`src/wiper_ctl_pkg.sv`:
```
// Purpose: constants and types for the host controller of an up/down wiper potentiometer
// Assumes: 100 MHz clock, one clock domain
// Notes: host side; the pot keeps its own counter, the host tracks a shadow copy
package wiper_ctl_pkg;
	localparam int CLK_MHZ        = 100;
	localparam int STEP_NS        = 100;
	localparam int STEP_CYC       = (STEP_NS * CLK_MHZ + 999) / 1000;
	localparam int VPP_SETUP_MS   = 1;
	localparam int PULSE_HI_MS    = 5;
	localparam int PULSE_LO_MS    = 5;
	localparam int VPP_HOLD_MS    = 5;
	localparam int VPP_REL_MS     = 1;
	localparam int CYC_PER_MS     = CLK_MHZ * 1000;
	localparam int VPP_SETUP_CYC  = VPP_SETUP_MS * CYC_PER_MS;
	localparam int PULSE_HI_CYC   = PULSE_HI_MS * CYC_PER_MS;
	localparam int PULSE_LO_CYC   = PULSE_LO_MS * CYC_PER_MS;
	localparam int VPP_HOLD_CYC   = VPP_HOLD_MS * CYC_PER_MS;
	localparam int VPP_REL_CYC    = VPP_REL_MS * CYC_PER_MS;
	localparam int CNT_W          = 24;
	localparam int POS_W          = 5;
	localparam logic [POS_W-1:0] POS_MAX     = 5'h1f;
	localparam logic [POS_W-1:0] POS_MIN     = 5'h00;
	localparam logic [POS_W-1:0] POS_DEFAULT = 5'h10;
	localparam logic [2:0] PULSES_STORE = 3'h5;
	localparam logic [2:0] PULSES_LOCK  = 3'h6;

	typedef enum logic [1:0] {
		CMD_MOVE,
		CMD_STORE,
		CMD_LOCK
	} cmd_op_t;

	typedef struct packed {
		cmd_op_t          op;
		logic [POS_W-1:0] target;
	} cmd_t;

	typedef struct packed {
		logic select_n;
		logic dir;
		logic vpp_en;
	} pot_pins_t;
endpackage

```
`src/wiper_timer.sv`:
```
// Purpose: down-counter giving a one-cycle done pulse after a loaded cycle count
// Assumes: load and count share CLK
// Notes: a load while running restarts the count
`timescale 1ns/1ps
module wiper_timer (
	input  wire logic                        CLK,
	input  wire logic                        RESETN,
	input  wire logic                        LOAD,
	input  wire logic [wiper_ctl_pkg::CNT_W-1:0] COUNT,
	output logic                             DONE
);
	import wiper_ctl_pkg::*;

	logic [CNT_W-1:0] cnt_r;
	logic             run_r;

	always_ff @(posedge CLK or negedge RESETN) begin
		if (!RESETN) begin
			cnt_r <= '0;
			run_r <= 1'b0;
			DONE  <= 1'b0;
		end else begin
			DONE <= 1'b0;
			if (LOAD) begin
				cnt_r <= COUNT;
				run_r <= 1'b1;
			end else if (run_r) begin
				if (cnt_r <= CNT_W'(1)) begin
					run_r <= 1'b0;
					DONE  <= 1'b1;
				end else begin
					cnt_r <= cnt_r - CNT_W'(1);
				end
			end
		end
	end
endmodule

```
`src/wiper_host.sv`:
```
// Purpose: host controller that steps the pot wiper and runs the one-time programming sequence
// Assumes: pot powers up unprogrammed at the default tap or at a SYNC_POS given by software
// Notes: position is tracked in a shadow counter that saturates like the pot's own
`timescale 1ns/1ps
module wiper_host (
	input  wire logic                           CLK,
	input  wire logic                           RESETN,
	input  wire logic                           CMD_VALID,
	output logic                                CMD_READY,
	input  wire wiper_ctl_pkg::cmd_t            CMD,
	input  wire logic                           SYNC_VALID,
	input  wire logic [wiper_ctl_pkg::POS_W-1:0] SYNC_POS,
	output wiper_ctl_pkg::pot_pins_t            PINS,
	output logic [wiper_ctl_pkg::POS_W-1:0]     POSITION,
	output logic                                STORED,
	output logic                                LOCKED,
	output logic                                DONE
);
	import wiper_ctl_pkg::*;

	typedef enum {
		ST_IDLE,
		ST_SEL,
		ST_STEP_LO,
		ST_STEP_HI,
		ST_RELEASE,
		ST_RETURN,
		ST_VPP_UP,
		ST_PULSE_HI,
		ST_PULSE_LO,
		ST_VPP_DOWN,
		ST_END
	} state_t;

	state_t           state_r;
	cmd_t             cmd_r;
	logic [2:0]       pulses_r;
	logic             tmr_load;
	logic [CNT_W-1:0] tmr_count;
	logic             tmr_done;
	logic             go_up;
	logic             at_target;
	logic             cmd_take;
	logic [POS_W-1:0] stored_pos_r;
	logic [POS_W-1:0] take_target;
	logic             last_pulse;

	wiper_timer u_timer (
		.CLK    (CLK),
		.RESETN (RESETN),
		.LOAD   (tmr_load),
		.COUNT  (tmr_count),
		.DONE   (tmr_done)
	);

	assign CMD_READY = (state_r == ST_IDLE) && !LOCKED;
	assign cmd_take  = CMD_VALID && CMD_READY;
	assign go_up     = cmd_r.target > POSITION;
	assign at_target = cmd_r.target == POSITION;
	// a lock on a stored part first walks back to the stored tap
	assign take_target = (CMD.op == CMD_MOVE) ? CMD.target :
		(CMD.op == CMD_LOCK && STORED) ? stored_pos_r : POSITION;
	assign last_pulse = (cmd_r.op == CMD_STORE && pulses_r == PULSES_STORE - 3'h1) ||
		(pulses_r == PULSES_LOCK - 3'h1);

	// timer is loaded with the length of the state being entered
	always_comb begin
		tmr_load  = 1'b0;
		tmr_count = CNT_W'(STEP_CYC);
		case (state_r)
			ST_IDLE: begin
				tmr_load = cmd_take;
			end
			ST_SEL, ST_STEP_LO, ST_STEP_HI, ST_RELEASE: begin
				tmr_load = tmr_done;
			end
			ST_RETURN: begin
				tmr_load  = tmr_done;
				tmr_count = CNT_W'(VPP_SETUP_CYC);
			end
			ST_VPP_UP: begin
				tmr_load  = tmr_done;
				tmr_count = CNT_W'(PULSE_LO_CYC);
			end
			ST_PULSE_HI: begin
				tmr_load  = tmr_done;
				tmr_count = CNT_W'(PULSE_HI_CYC);
			end
			ST_PULSE_LO: begin
				tmr_load  = tmr_done;
				tmr_count = last_pulse ? CNT_W'(VPP_HOLD_CYC) : CNT_W'(PULSE_LO_CYC);
			end
			ST_VPP_DOWN: begin
				tmr_load  = tmr_done;
				tmr_count = CNT_W'(VPP_REL_CYC);
			end
			ST_END: begin
				tmr_load = 1'b0;
			end
			default: begin
				tmr_load = 1'b0;
			end
		endcase
	end

	always_ff @(posedge CLK or negedge RESETN) begin
		if (!RESETN) begin
			state_r  <= ST_IDLE;
			cmd_r    <= '0;
			pulses_r <= '0;
			DONE     <= 1'b0;
		end else begin
			DONE <= 1'b0;
			case (state_r)
				ST_IDLE: begin
					if (cmd_take) begin
						cmd_r    <= '{op: CMD.op, target: take_target};
						pulses_r <= '0;
						state_r  <= ST_SEL;
					end
				end
				ST_SEL: begin
					if (tmr_done) begin
						state_r <= at_target ? ST_RELEASE : ST_STEP_HI;
					end
				end
				ST_STEP_HI: begin
					if (tmr_done) begin
						state_r <= at_target ? ST_RELEASE : ST_STEP_LO;
					end
				end
				ST_STEP_LO: begin
					if (tmr_done) begin
						state_r <= ST_STEP_HI;
					end
				end
				ST_RELEASE: begin
					if (tmr_done && cmd_r.op == CMD_MOVE) begin
						state_r <= ST_IDLE;
						DONE    <= 1'b1;
					end else if (tmr_done) begin
						state_r <= ST_RETURN;
					end
				end
				ST_RETURN: begin
					if (tmr_done) begin
						state_r <= ST_VPP_UP;
					end
				end
				ST_VPP_UP: begin
					if (tmr_done) begin
						state_r <= ST_PULSE_HI;
					end
				end
				ST_PULSE_HI: begin
					if (tmr_done) begin
						state_r <= ST_PULSE_LO;
					end
				end
				ST_PULSE_LO: begin
					if (tmr_done) begin
						pulses_r <= pulses_r + 3'h1;
						state_r  <= last_pulse ? ST_VPP_DOWN : ST_PULSE_HI;
					end
				end
				ST_VPP_DOWN: begin
					if (tmr_done) begin
						state_r <= ST_END;
					end
				end
				ST_END: begin
					if (tmr_done) begin
						state_r <= ST_IDLE;
						DONE    <= 1'b1;
					end
				end
				default: begin
					state_r <= ST_IDLE;
				end
			endcase
		end
	end

	// pin drive: select falls with direction set to the move's sense
	always_ff @(posedge CLK or negedge RESETN) begin
		if (!RESETN) begin
			PINS <= '{select_n: 1'b1, dir: 1'b1, vpp_en: 1'b0};
		end else begin
			case (state_r)
				ST_IDLE: begin
					PINS.select_n <= 1'b1;
					PINS.vpp_en   <= 1'b0;
					// no-move commands select in up mode so release adds no step
					if (cmd_take) begin
						PINS.dir <= take_target >= POSITION;
					end else begin
						PINS.dir <= 1'b1;
					end
				end
				ST_SEL: begin
					if (tmr_done) begin
						PINS.select_n <= 1'b0;
					end
				end
				ST_STEP_LO: begin
					if (tmr_done && !at_target) begin
						PINS.dir <= 1'b1;
					end
				end
				ST_STEP_HI: begin
					if (tmr_done && !at_target) begin
						PINS.dir <= 1'b0;
					end
				end
				ST_RELEASE: begin
					// direction is already high here, so release adds no step
					PINS.dir <= 1'b1;
					if (tmr_done) begin
						PINS.select_n <= 1'b1;
					end
				end
				ST_RETURN: begin
					PINS.dir <= 1'b1;
					if (tmr_done) begin
						PINS.vpp_en <= 1'b1;
					end
				end
				ST_VPP_UP: begin
					if (tmr_done) begin
						PINS.select_n <= 1'b0;
					end
				end
				ST_PULSE_HI: begin
					if (tmr_done) begin
						PINS.select_n <= 1'b1;
					end
				end
				ST_PULSE_LO: begin
					if (tmr_done) begin
						PINS.select_n <= 1'b0;
					end
				end
				ST_VPP_DOWN: begin
					if (tmr_done) begin
						PINS.vpp_en <= 1'b0;
					end
				end
				ST_END: begin
					if (tmr_done) begin
						PINS.select_n <= 1'b1;
					end
				end
				default: begin
					PINS.select_n <= 1'b1;
				end
			endcase
		end
	end

	// shadow wiper counter, one step per direction rising edge
	always_ff @(posedge CLK or negedge RESETN) begin
		if (!RESETN) begin
			POSITION <= POS_DEFAULT;
		end else if (state_r == ST_IDLE && SYNC_VALID) begin
			POSITION <= SYNC_POS;
		end else if (state_r == ST_STEP_LO && tmr_done && !at_target) begin
			if (go_up && POSITION != POS_MAX) begin
				POSITION <= POSITION + 5'h01;
			end else if (!go_up && POSITION != POS_MIN) begin
				POSITION <= POSITION - 5'h01;
			end
		end
	end

	always_ff @(posedge CLK or negedge RESETN) begin
		if (!RESETN) begin
			STORED       <= 1'b0;
			LOCKED       <= 1'b0;
			stored_pos_r <= POS_DEFAULT;
		end else if (state_r == ST_VPP_DOWN && tmr_done) begin
			if (!STORED) begin
				STORED       <= 1'b1;
				stored_pos_r <= POSITION;
			end
			if (cmd_r.op == CMD_LOCK) begin
				LOCKED <= 1'b1;
			end
		end
	end

endmodule

```
`config.mk`:
```
export PLATFORM = sky130hd
export DESIGN_NAME = wiper_host
export DESIGN_NICKNAME = d
export VERILOG_FILES = /design/src/wiper_ctl_pkg.sv /design/src/wiper_timer.sv /design/src/wiper_host.sv
export SDC_FILE = /design/constraint.sdc
export NUM_CORES = 1
export LEC_CHECK = 0
export ABC_AREA = 0
export BUFFER_PORTS_ARGS = -buffer_cell sky130_fd_sc_hd__buf_2
export CAP_MARGIN = 30
export CORE_UTILIZATION = 45
export CTS_BUF_LIST = sky130_fd_sc_hd__clkbuf_8
export CTS_CLUSTER_SIZE = 10
export DETAILED_ROUTE_END_ITERATION = 10
export HOLD_SLACK_MARGIN = 0.06
export PLACE_DENSITY = 0.65
export SLEW_MARGIN = 20
export SYNTH_ARGS = -nofsm -noshare
export SYNTH_HDL_FRONTEND = slang
export SYNTH_SLANG_ARGS = --single-unit
```
`constraint.sdc`:
```
create_clock -name CLK -period 3.15 [get_ports CLK]
set_input_delay 0.63 -clock CLK [delete_from_list [all_inputs] [get_ports CLK]]
set_output_delay 0.63 -clock CLK [all_outputs]
set_load 0.05 [all_outputs]
```
==> impl_metrics.toml <==
[outcome]
result_of_the_run = "completed"

[clock_tree]
cts-root-to-sink-buffers = 2
worstSkewPairLatency_ns = 0.31
cts.clk_slew.worst_paths_ns = 0.11
clock_tree.htree_level_count = 2
tritoncts.num_buffers = 5
cts_root_buffer = "clkbuf_8"
tritoncts_sink_count = 56
cts_hold_buffers = 0
cts_tree = "done"

[sta]
worst_pin_slew_ns = 0.790
setup_violation_total_in_the_final_timing_report = 0
achievable-frequency_ghz = 0.327
fin_skew_ns = 0.00883
timing.final.crit_period_ns = 3.06
period_share_pct = 97.2
final_max_slew_viol_count = 0
worst_slew_margin_rel_pct = 46.8
timing_hold_violations_final = 0
totalNegativeSetupSlack_ns = 0
setup_ws_ns = 0.0875

[place]
io_buffer_count = 27
post-dp-hpwl_um = 6190
preCtsSetupSlack_ns = 0.0887
placed_area_mm2 = 0.00390
post-place-cells = 524
finalWeightedCongestion = 0.941

[floorplanning]
chipWidth_um = 91.5
start_util_pct = 46.7
die_area_mm2 = 0.00838
fp.dieH_um = 91.5
num_rows = 32
num_io_pins = 28
design.core.area_mm2 = 0.00773

[yosys]
synth_async_sr_flop_share_pct = 100
synth-seq-area-share_pct = 39.0
syn_avg_cell_area_um2 = 9.04
synth-warning-count = 0
synthFlopType = "dfrtp_1"
mappedNetlistNets = 434
synth_cell_type_count = 56
synth-edff-count = 0
netlist_area_pre_place_mm2 = 0.00361
synthCells = 399
yosys_register_bits = 56

[routing]
drt_pre_antenna_iters = 5
drt-vias-per-instance = 5.73
routed-via-count = 3054
detail_route.drc_violations = 0
antenna_left = 0
detailedRoute.firstIterationViolations = 146
drt-total-wl_um = 8570
routed_wire_length_per_instance_um = 16.1

[finish]
leading_cell_type_in_the_layout_fill_and_taps_excluded = "dfrtp_1"
fin_cells = 533
antenna_cells_inserted = 0
most-common-layout-cells = "52 x dfrtp_1, 44 x nor2_1, 27 x buf_2"
post_route_cells_drive_above_1_share_pct = 19.3
final_cell_area_mm2 = 0.00400
flow.area_growth_from_synthesis_pct = 10.9
final_util_pct = 51.7
nFillCells = 732
final_nets = 465

[global_routing]
first_global_vias = 2880
grt_antenna_before_repair = 0
grt.met3_usage_pct = 4.19
grt_use_total_pct = 21.5
gr-usage-met2_pct = 33.3
grt_first_pass_wirelength_um = 14200
grt_remaining_overflow = 0
grt.busiest_layer = "met2"
grt_max_degree = 33
met1_usage_pct = 30.3

[worst_setup_path]
startpoint_type = "register"
critical_path.max_fanout = 6
timing.setup.critical_path_class = "reg2reg"
worstSetupEndpointType = "register"
cp.required_ns = 3.38
arrival_ns = 3.29
reg2reg_from = "POSITION[4]$_DFFE_PN1P_"
worst_setup_path_startpoint = "POSITION[4]$_DFFE_PN1P_"

[hold_path]
worst_hold_path_type = "in2async"

[power]
ir_worst_vdd_uv = 687
powerDensity_mw_per_mm2 = 1020
power_leakage_uw = 0.00181

[flow_run]
drv_cap = 0
area by class of cell:
type | instances | area [um^2] | share of cell area (%)
multi-input combinational | 306 | 2060 | 51.4
sequential | 56 | 1410 | 35.2
timing repair buffer | 43 | 255 | 6.38
tap | 102 | 128 | 3.19
clock buffer | 5 | 68.8 | 1.72
inverter | 18 | 67.6 | 1.69
clock inverter | 3 | 16.3 | 0.407
layer usage:
metal,wire length (um),share of wire [%],up-vias
met5,0,0,-
met4,139,1.6,0
met3,473,5.5,16
met2,3780,44,99
met1,4190,49,1433
li1,-,-,1506
registers in the layout (all words and copies together) (netlist names):
name,cells
u_timer.cnt_r,24
cmd_r,7
POSITION,5
stored_pos_r,5
state_r,4
PINS,3
pulses_r,3
DONE,1
LOCKED,1
STORED,1
u_timer.DONE,1
u_timer.run_r,1
final timing paths:
| kind | cells after the start | slack [ns] | to |
|---|---|---|---|
| worst max-delay path | 12 | 0.09 | POSITION[4]$_DFFE_PN1P_ |
| min in group CLK | 1 | 0.50 | pulses_r[2]$_DFFE_PN0P_ |
| worst min-delay path | 1 | 0.14 | pulses_r[2]$_DFFE_PN0P_ |
| max in group asynchronous | 2 | 2.34 | u_timer.cnt_r[18]$_DFFE_PN0P_ |
| worst max register to register | 12 | 0.09 | POSITION[4]$_DFFE_PN1P_ |
| worst min register to register | 1 | 0.50 | pulses_r[2]$_DFFE_PN0P_ |
timing repair:
item | in CTS | in global routing
buffers inserted | 0 | 1
resized for setup | 0 | 1
setup endpoints to repair | 0 | 1
metrics by stage:
stage	power, uW	hold WS [ns]
CTS	4060	0.145
detailed placement	3650	0.487
global route	4430	0.145
floorplan	3130	0.334
finish	4080	0.145
global placement	3610	0.472
synthesized netlist by cell type, drive strengths merged, types with 3 or more instances:
cell / instances / area (um^2)
a21boi: 3 / 22.5
a21oi: 22 / 110
a22o: 6 / 53.8
a22oi: 5 / 37.5
and3: 3 / 18.8
clkbuf: 17 / 63.8
dfrtp: 52 / 1300
dfstp: 4 / 105
ha: 18 / 225
inv: 18 / 67.6
mux2: 10 / 113
mux2i: 4 / 40.0
nand2: 24 / 97.6
nand2b: 7 / 43.8
nand3: 13 / 70.1
nand3b: 3 / 22.5
nor2: 44 / 165
nor2b: 4 / 25.0
nor3: 21 / 116
nor3b: 3 / 27.5
nor4: 8 / 50.1
o211ai: 4 / 30.0
o21ai: 24 / 120
o22a: 4 / 35.0
o22ai: 11 / 68.8
o31ai: 4 / 57.6
o32ai: 3 / 26.3
or2: 7 / 43.8
or3: 6 / 38.8
or4: 8 / 68.8
xnor2: 19 / 166
power by group:
group / total [uW] / internal (uW) / switching [uW]
sequential: 1190 / 958 / 230
clock: 394 / 154 / 241
combinational: 2500 / 1030 / 1470
total: 4080 / 2140 / 1940
worst max-delay path, cell delays in order (launching register included):
cell and delay [ns]:
dfstp_2 0.59, inv_1 0.08, ha_1 0.29, nand2_1 0.10, or2_2 0.35, nand3_1 0.18, inv_1 0.07, fa_1 0.39
nand2b_1 0.16, a21oi_1 0.20, nor3b_2 0.24, mux2i_1 0.13, o211ai_1 0.19
cells by family (layout without fill, tap and decap cells):
family | Yosys count | after routing | synth area share [%]
adder cells (fa/ha/maj) | 19 | 19 | 6.80
XOR/XNOR | 19 | 19 | 4.61
AND/OR/NAND/NOR | 154 | 154 | 22.5
AO/OA/AOI/OAI | 100 | 100 | 18.7
multiplexers | 14 | 14 | 4.23
flip-flops | 56 | 56 | 39.0
buffers and inverters | 37 | 69 | 4.09
(Power assumes the default switching activity.)
